**src/ofd_pkg.sv**
```systemverilog
// Shared constants and types for the opcode operand field decoder.
// Assumes one clock domain and that the fetch unit flags each word's format.
package ofd_pkg;

  // ----------------------------------------------------------------------
  // Widths
  // ----------------------------------------------------------------------
  localparam int unsigned WORD_W  = 16;
  localparam int unsigned FILE_W  = 8;
  localparam int unsigned ADDR_W  = 12;
  localparam int unsigned BANK_W  = 4;
  localparam int unsigned BIT_W   = 3;
  localparam int unsigned LIT_W   = 20;
  localparam int unsigned DATA_W  = 32;
  localparam int unsigned BUS_A_W = 8;

  // ----------------------------------------------------------------------
  // Field positions within an instruction word
  // ----------------------------------------------------------------------
  localparam int unsigned POS_DEST   = 9;
  localparam int unsigned POS_ACCESS = 8;
  localparam int unsigned POS_BIT_LO = 9;
  localparam int unsigned POS_MARK   = 12;

  // Second word of a two-word instruction carries all ones on top
  localparam logic [3:0]        SECOND_MARK = 4'hF;

  // ----------------------------------------------------------------------
  // Access region mapping
  // ----------------------------------------------------------------------
  localparam logic [FILE_W-1:0] ACCESS_SPLIT   = 8'h80;
  localparam logic [BANK_W-1:0] ACCESS_LO_BANK = 4'h0;
  localparam logic [BANK_W-1:0] ACCESS_HI_BANK = 4'hF;

  // ----------------------------------------------------------------------
  // Register map and reset values
  // ----------------------------------------------------------------------
  localparam logic [BUS_A_W-1:0] REG_BANK    = 8'h00;
  localparam logic [BUS_A_W-1:0] REG_ACCUM   = 8'h04;
  localparam logic [BUS_A_W-1:0] REG_STATUS  = 8'h08;
  localparam logic [BUS_A_W-1:0] REG_LITERAL = 8'h0C;
  localparam int unsigned        STAT_PEND   = 0;
  localparam int unsigned        STAT_ERR    = 1;
  localparam logic [BANK_W-1:0]  BANK_RST    = 4'h0;
  localparam logic [FILE_W-1:0]  ACCUM_RST   = 8'h00;
  localparam logic [FILE_W-1:0]  BIT_ONE     = 8'h01;

  // ----------------------------------------------------------------------
  // Types
  // ----------------------------------------------------------------------
  typedef enum logic [2:0] {
    FMT_BYTE  = 3'h0,
    FMT_BIT   = 3'h1,
    FMT_LIT8  = 3'h2,
    FMT_LIT12 = 3'h3,
    FMT_LIT20 = 3'h4,
    FMT_MOVE  = 3'h5
  } ofd_fmt_type;

  typedef enum logic [1:0] {
    ST_WORD1 = 2'b01,
    ST_WORD2 = 2'b10
  } ofd_st_type;

  typedef enum logic [1:0] {
    WB_NONE = 2'h0,
    WB_ACC  = 2'h1,
    WB_FILE = 2'h2
  } ofd_wb_type;

  typedef struct packed {
    logic              valid;
    ofd_fmt_type       fmt;
    logic [WORD_W-1:0] word;
  } ofd_instr_type;

  typedef struct packed {
    logic              valid;
    logic [FILE_W-1:0] data;
  } ofd_result_type;

  typedef struct packed {
    logic              valid;
    ofd_fmt_type       fmt;
    logic [ADDR_W-1:0] addr;
    logic [ADDR_W-1:0] target;
    logic              dest_file;
    logic [BIT_W-1:0]  bit_num;
    logic [FILE_W-1:0] bit_mask;
    logic [LIT_W-1:0]  literal;
  } ofd_decode_type;

  typedef struct packed {
    logic              wr;
    logic [ADDR_W-1:0] addr;
    logic [FILE_W-1:0] data;
  } ofd_mem_wr_type;

  typedef struct packed {
    ofd_st_type        st;
    ofd_fmt_type       pend_fmt;
    logic [ADDR_W-1:0] first;
    logic [BANK_W-1:0] bank;
    logic [FILE_W-1:0] accum;
    ofd_wb_type        wb;
    logic [ADDR_W-1:0] wb_addr;
    logic              err;
    ofd_decode_type    dec;
    ofd_mem_wr_type    mem_wr;
    logic [DATA_W-1:0] rdata;
  } ofd_state_type;

endpackage : ofd_pkg

```
**src/ofd_addr_resolve.sv**
```systemverilog
// Resolves an 8-bit file address to a full data memory address.
// Assumes a combinational path; the caller registers the result.
`timescale 1ns/100ps
`default_nettype none

module ofd_addr_resolve (
  input  wire logic [ofd_pkg::FILE_W-1:0] file_addr_i,
  input  wire logic                       access_sel_i,
  input  wire logic [ofd_pkg::BANK_W-1:0] bank_i,
  output var  logic [ofd_pkg::ADDR_W-1:0] addr_o
);

  always_comb begin
    if (access_sel_i) begin
      addr_o = {bank_i, file_addr_i};
    end else if (file_addr_i < ofd_pkg::ACCESS_SPLIT) begin
      addr_o = {ofd_pkg::ACCESS_LO_BANK, file_addr_i};
    end else begin
      addr_o = {ofd_pkg::ACCESS_HI_BANK, file_addr_i};
    end
  end

endmodule : ofd_addr_resolve

`default_nettype wire

```
**src/ofd_decoder.sv**
```systemverilog
// Operand field decoder: turns instruction words into addresses, bit
// selects and literals, and steers results to the accumulator or memory.
// Assumes fetch logic on the same clock tags each word with its format.
//
// Overview of operation
// - Byte operations: destination bit 0 sends result to accumulator, else to file register.
// - Access bit 0 maps address into access region, bank pointer ignored.
// - A bank pointer register selects the current RAM bank.
// - Bit instructions decode a three-bit number selecting bit 0 to 7.
// - Single-word file operations take an 8-bit address 0x00 to 0xFF.
// - Moves decode a 12-bit source address over full memory, no bank.
// - Moves decode a 12-bit target address and write the byte there.
// - Literal fields of 8, 12 or 20 bits are accepted.
`timescale 1ns/100ps
`default_nettype none

module ofd_decoder (
  input  wire logic                        clk_i,
  input  wire logic                        rst_b_i,
  input  wire ofd_pkg::ofd_instr_type      instr_i,
  input  wire ofd_pkg::ofd_result_type     result_i,
  input  wire logic [ofd_pkg::BUS_A_W-1:0] addr_i,
  input  wire logic [ofd_pkg::DATA_W-1:0]  wdata_i,
  input  wire logic                        wr_i,
  input  wire logic                        rd_i,
  output var  logic [ofd_pkg::DATA_W-1:0]  rdata_o,
  output var  ofd_pkg::ofd_decode_type     dec_o,
  output var  ofd_pkg::ofd_mem_wr_type     mem_wr_o,
  output var  logic [ofd_pkg::FILE_W-1:0]  accumulator_o,
  output var  logic [ofd_pkg::BANK_W-1:0]  bank_pointer_o
);

  // ----------------------------------------------------------------------
  // State
  // ----------------------------------------------------------------------
  ofd_pkg::ofd_state_type           r_reg;
  ofd_pkg::ofd_state_type           r_next;
  logic [ofd_pkg::ADDR_W-1:0]       res_addr;
  logic [ofd_pkg::WORD_W-1:0]       w;
  logic [ofd_pkg::BIT_W-1:0]        bnum;

  assign w    = instr_i.word;
  assign bnum = w[ofd_pkg::POS_BIT_LO +: ofd_pkg::BIT_W];

  ofd_addr_resolve u_resolve (
    .file_addr_i  (w[ofd_pkg::FILE_W-1:0]),
    .access_sel_i (w[ofd_pkg::POS_ACCESS]),
    .bank_i       (r_reg.bank),
    .addr_o       (res_addr)
  );

  // ----------------------------------------------------------------------
  // Next state
  // ----------------------------------------------------------------------
  always_comb begin
    r_next              = r_reg;
    r_next.dec.valid    = 1'b0;
    r_next.mem_wr.wr    = 1'b0;
    r_next.rdata        = '0;

    // Register writes
    if (wr_i) begin
      unique case (addr_i)
        ofd_pkg::REG_BANK: begin
          r_next.bank = wdata_i[ofd_pkg::BANK_W-1:0];
        end
        ofd_pkg::REG_ACCUM: begin
          r_next.accum = wdata_i[ofd_pkg::FILE_W-1:0];
        end
        ofd_pkg::REG_STATUS: begin
          if (wdata_i[ofd_pkg::STAT_ERR]) begin
            r_next.err = 1'b0;
          end
        end
        default: begin
        end
      endcase
    end

    // Register reads, unmapped reads return zero
    if (rd_i) begin
      unique case (addr_i)
        ofd_pkg::REG_BANK: begin
          r_next.rdata[ofd_pkg::BANK_W-1:0] = r_reg.bank;
        end
        ofd_pkg::REG_ACCUM: begin
          r_next.rdata[ofd_pkg::FILE_W-1:0] = r_reg.accum;
        end
        ofd_pkg::REG_STATUS: begin
          r_next.rdata[ofd_pkg::STAT_PEND] = (r_reg.st == ofd_pkg::ST_WORD2);
          r_next.rdata[ofd_pkg::STAT_ERR]  = r_reg.err;
        end
        ofd_pkg::REG_LITERAL: begin
          r_next.rdata[ofd_pkg::LIT_W-1:0] = r_reg.dec.literal;
        end
        default: begin
        end
      endcase
    end

    // Result write-back; a result in the same cycle as a new decode
    // still uses the previous instruction's destination
    if (result_i.valid) begin
      unique case (r_reg.wb)
        ofd_pkg::WB_ACC: begin
          r_next.accum = result_i.data;
        end
        ofd_pkg::WB_FILE: begin
          r_next.mem_wr.wr   = 1'b1;
          r_next.mem_wr.addr = r_reg.wb_addr;
          r_next.mem_wr.data = result_i.data;
        end
        default: begin
        end
      endcase
      r_next.wb = ofd_pkg::WB_NONE;
    end

    // Decode
    unique case (r_reg.st)
      ofd_pkg::ST_WORD1: begin
        if (instr_i.valid) begin
          r_next.dec.fmt       = instr_i.fmt;
          r_next.dec.dest_file = 1'b0;
          r_next.dec.bit_num   = '0;
          r_next.dec.bit_mask  = '0;
          r_next.dec.target    = '0;
          unique case (instr_i.fmt)
            ofd_pkg::FMT_BYTE: begin
              r_next.dec.valid     = 1'b1;
              r_next.dec.addr      = res_addr;
              r_next.dec.dest_file = w[ofd_pkg::POS_DEST];
              r_next.wb_addr       = res_addr;
              r_next.wb            = w[ofd_pkg::POS_DEST] ? ofd_pkg::WB_FILE
                                                          : ofd_pkg::WB_ACC;
            end
            ofd_pkg::FMT_BIT: begin
              r_next.dec.valid     = 1'b1;
              r_next.dec.addr      = res_addr;
              r_next.dec.dest_file = 1'b1;
              r_next.dec.bit_num   = bnum;
              r_next.dec.bit_mask  = ofd_pkg::BIT_ONE << bnum;
              r_next.wb_addr       = res_addr;
              r_next.wb            = ofd_pkg::WB_FILE;
            end
            ofd_pkg::FMT_LIT8: begin
              r_next.dec.valid   = 1'b1;
              r_next.dec.literal = {{(ofd_pkg::LIT_W - ofd_pkg::FILE_W){1'b0}},
                                    w[ofd_pkg::FILE_W-1:0]};
              r_next.wb          = ofd_pkg::WB_ACC;
            end
            ofd_pkg::FMT_LIT12: begin
              r_next.dec.valid   = 1'b1;
              r_next.dec.literal = {{(ofd_pkg::LIT_W - ofd_pkg::ADDR_W){1'b0}},
                                    w[ofd_pkg::ADDR_W-1:0]};
              r_next.wb          = ofd_pkg::WB_NONE;
            end
            default: begin
              // Two-word formats: literal 20 and register move
              r_next.first    = w[ofd_pkg::ADDR_W-1:0];
              r_next.pend_fmt = instr_i.fmt;
              r_next.st       = ofd_pkg::ST_WORD2;
            end
          endcase
        end
      end
      ofd_pkg::ST_WORD2: begin
        if (instr_i.valid) begin
          r_next.st = ofd_pkg::ST_WORD1;
          if (w[ofd_pkg::POS_MARK +: $bits(ofd_pkg::SECOND_MARK)] == ofd_pkg::SECOND_MARK) begin
            r_next.dec.valid     = 1'b1;
            r_next.dec.fmt       = r_reg.pend_fmt;
            r_next.dec.dest_file = 1'b0;
            r_next.dec.bit_num   = '0;
            r_next.dec.bit_mask  = '0;
            if (r_reg.pend_fmt == ofd_pkg::FMT_MOVE) begin
              r_next.dec.addr      = r_reg.first;
              r_next.dec.target    = w[ofd_pkg::ADDR_W-1:0];
              r_next.dec.dest_file = 1'b1;
              r_next.wb_addr       = w[ofd_pkg::ADDR_W-1:0];
              r_next.wb            = ofd_pkg::WB_FILE;
            end else begin
              // Low byte from the first word, upper twelve from the second
              r_next.dec.literal = {w[ofd_pkg::ADDR_W-1:0],
                                    r_reg.first[ofd_pkg::FILE_W-1:0]};
              r_next.dec.target  = '0;
              // Wide literals arm no write-back, a stale one must not fire
              r_next.wb          = ofd_pkg::WB_NONE;
            end
          end else begin
            // Broken pair: drop it, hardware set beats a software clear
            r_next.err = 1'b1;
          end
        end
      end
    endcase
  end

  // ----------------------------------------------------------------------
  // Registers
  // ----------------------------------------------------------------------
  always_ff @(posedge clk_i) begin
    if (!rst_b_i) begin
      r_reg       <= '0;
      r_reg.st    <= ofd_pkg::ST_WORD1;
      r_reg.bank  <= ofd_pkg::BANK_RST;
      r_reg.accum <= ofd_pkg::ACCUM_RST;
      r_reg.wb    <= ofd_pkg::WB_NONE;
    end else begin
      r_reg <= r_next;
    end
  end

  assign rdata_o        = r_reg.rdata;
  assign dec_o          = r_reg.dec;
  assign mem_wr_o       = r_reg.mem_wr;
  assign accumulator_o  = r_reg.accum;
  assign bank_pointer_o = r_reg.bank;
endmodule : ofd_decoder

`default_nettype wire

```
**config.mk**
```make
export PLATFORM = sky130hd
export DESIGN_NAME = ofd_decoder
export DESIGN_NICKNAME = d
export VERILOG_FILES = /design/src/ofd_pkg.sv /design/src/ofd_addr_resolve.sv /design/src/ofd_decoder.sv
export SDC_FILE = /design/constraint.sdc
export NUM_CORES = 1
export LEC_CHECK = 0
export ABC_CLOCK_PERIOD_IN_PS = 2100
export BUFFER_PORTS_ARGS = -buffer_cell sky130_fd_sc_hd__buf_2
export CORE_ASPECT_RATIO = 1.5
export CORE_MARGIN = 2
export CORE_UTILIZATION = 38
export DETAILED_ROUTE_END_ITERATION = 10
export SYNTH_ARGS = -nofsm -noshare
export SYNTH_HDL_FRONTEND = slang
export SYNTH_SLANG_ARGS = --single-unit
```
**constraint.sdc**
```tcl
create_clock -name clk_i -period 2.1 [get_ports clk_i]
set_clock_uncertainty 0.1 [all_clocks]
set_input_delay 0.63 -clock clk_i [delete_from_list [all_inputs] [get_ports clk_i]]
set_output_delay 0.63 -clock clk_i [all_outputs]
set_load 0.005 [all_outputs]
```
==> results.md <==
- Clock root buffer: clkbuf_16
- Die H: between 150 and 200 um
- Post-CTS Setup Bufs: 0
- Worst relative slew slack: ~50%
- Total grt overflow: 0
- Post-synth cell types: 52
- Fraction of layout cells with a size suffix above 1: between 30% and 40%
- Pwr Total: between 6000 and 7000 uW
- Max VDD drop: just under 0.4 mV
- CTS tree: done
- Routed len/inst: ~17 um
- Final Cell Area: between 7000 and 8000 um^2
- Cts repair resizes: 0
- Combinational power share: around 9%
- Endpoints failing setup: 0
- GRT Overall Usage: between 10% and 20%
- Switching share of power: a little under a quarter
- # rows: 59
- Commonest non-fill, non-tap cell in the layout: buf_2
- Starting Density: between 30% and 40%
- Crit end category: flip-flop
- Post-DP HPWL: 13,600 um
- Via Count: between 5,000 and 6,000
- Non-filler cells in the finished layout: 1,049
- CTS buffer count: 17
- RSZ-0062 raised after global routing: false
- Drt pass-1 iters: 4
- First-pass GRT wire length: roughly 28,000 um
- Min Tclk post-route: about 1.8 ns
- Power per cell area: ~830 nW/um^2
- Nets: roughly 900
- Fin Setup TNS: 0 ns
- Final slew viol count: 0
- Grt met3 use: between 4 and 5%
- # H-tree levels: 4
- Worst-path fanout max: 13
- Vias per cell: about 5
- NetSw: ~1500 uW
- Mapped Cells: 755
- Register area share after synthesis: 43.07%
- Met2 Use GR: roughly a third
- Dpl cells: 1,018
- Final WS setup: around 0.34 ns
- Int Pwr: a little under 5000 uW
- Met1 usage: 22.35%
- Multi-input gate area in the final layout: between 2000 and 3000 um^2
- Setup WS pre-CTS: -0.05765 ns
- Worst skew pair latency: roughly 0.42 ns
- Clock power frac: about 46%
- Most frequent cells in the layout: 161 x buf_2, 145 x dfxtp_1, 115 x nand2_1
- Hold Path Class: in2reg
- Number of global-route vias before repair: 5,107
- Wirelength, routed: between 15,000 and 20,000 um
- Status: finished clean
- Crit path launch type: input port
- Cts hold-fix bufs: 0
- CTS Sinks: roughly 150
- Yosys Warn Count: 0
- Largest net degree at the start of global routing: 45
- CORE AREA: roughly 17,000 um^2
- Io pins: 198
- DR iter-0 viols: 185
- Final hold viol count: 0
- Initial antenna violation count: 1
- FMAX: between 500 and 600 MHz
- Number of synthesized register bits: between 100 and 150
- Clock Path Buffers: 2
- Drt drc: 0
- Die footprint: between 15,000 and 20,000 um^2
- Async S/R FF share, synth: 0%
- EDFF count, synth: 0
- Number of flip-flops in the largest register: 60
- Worst-Margin Slew: ~0.75 ns
- Top Usage Layer GRT: met2
- Post-route ant nets: 0
- Kind of critical path: in2reg
- Die width: between 100 and 150 um
- Port Buf Inserts: about 160
- Cell Area, Synth: 6739 um^2
- Area grow syn2layout: 13.65%
- CP required: ~2.3 ns
- Final period util: between 80% and 90%
- Reg clk slew, reported paths: roughly 0.06 ns
- CP Data Arrival Time: just under 2 ns
- Placement Cell Area: about 7100 um^2
- Sequential power share: a little under half
- Fillers: between 1,500 and 2,000
- Leak: about 0.0035 uW
- Mean post-synth cell area: between 8 and 9 um^2
- Max Cap Violations: 0
- Main synth FF type: dfxtp_1
- RePlAce Congestion: between 0.9 and 1
- Register area: 2903 um^2
==> area by class of cell <==
| cell class | count | share of cell area [%] |
|---|---|---|
| flip-flops and latches | 145 | 37.90 |
| clock buffers | 23 | 6.110 |
| clock inverters | 7 | 1.111 |
| well taps | 213 | 3.480 |
| inverters | 5 | 0.2451 |
| multi-input cells | 446 | 35.08 |
| repair buffers | 209 | 16.04 |
| diodes | 1 | 0.03267 |
==> path summary, 6_finish.rpt <==
check | endpoint | cells past startpoint | slack [ns] | start
setup / recovery | r_reg[127]$_SDFF_PN0_ | 6 | 0.34 | instr_i[14]
hold reg to reg | mem_wr_o[0]$_SDFFE_PN0P_ | 2 | 0.35 | mem_wr_o[0]$_SDFFE_PN0P_
hold / removal | accumulator_o[5]$_SDFF_PN0_ | 3 | 0.32 | result_i[5]
setup reg to reg | dec_o[16]$_SDFFE_PN0P_ | 5 | 0.35 | r_reg[155]$_SDFFE_PN1P_
==> cell usage after synthesis (4+ instances only) <==
cell       count  area [um^2]
a211oi_1       6        45.04
dfxtp_1      145         2903
nand3_1       13        65.06
a22oi_1        8        60.06
mux2i_1       39        390.4
a21oi_1       55        275.3
o31ai_1        5        37.54
nand2_1      115        431.7
and3_1        16        100.1
o21ai_0       36        180.2
o2bb2ai_1      4        35.03
nor2b_1        6        37.54
buf_2         12        60.06
buf_1          4        15.01
o211ai_1       7        52.55
inv_1          4        15.01
buf_4        127        953.4
clkbuf_1      20        75.07
nor3_1         7        35.03
nand4_1       13        81.33
nor2_1        27        101.4
and2_1        21        131.4
a22o_1        16        140.1
==> metrics by stage <==
stage               util, %  hold slack (ns)
finish                44.15           0.3203
global route          44.15           0.3184
CTS                   44.13           0.3140
detailed placement    40.94           0.3421
global placement      40.94           0.3374
floorplan                 -           0.3316
==> per-layer routing <==
| metal | vias up | part of all wire [%] |
|---|---|---|
| li1 | 2599 | - |
| met1 | 2465 | 40 |
| met2 | 161 | 51 |
| met3 | 43 | 5.1 |
| met4 | 0 | 3.8 |
| met5 | - | 0 |
==> worst max-delay path: stages <==
cell     delay, ns
buf_2         0.09
and4_1        0.38
buf_4         0.24
nand2_1       0.20
and4b_1       0.28
o21a_1        0.16
==> logic make-up (layout without fill, tap and decap cells) <==
kind of cell / count (synthesis) / count (layout) / synth area share (%)
AND/OR/NAND/NOR: 236 / 236 / 17.49
AO/OA/AOI/OAI: 154 / 154 / 14.74
multiplexers: 44 / 44 / 6.962
buffers and inverters: 175 / 244 / 17.68
flip-flops: 145 / 145 / 43.07
other: 1 / 13 / 0.05565
==> power groups by stage <==
stage          combinational, uW  sequential, uW  clock [uW]
2_1_floorplan                387            2910           0
3_3_place_gp                 570            2920           0
3_5_place_dp                 571            2920           0
4_1_cts                      574            2860        2950
5_1_grt                      624            2870        3070
6_report                     570            2860        2910
(Power assumes the default switching activity.)
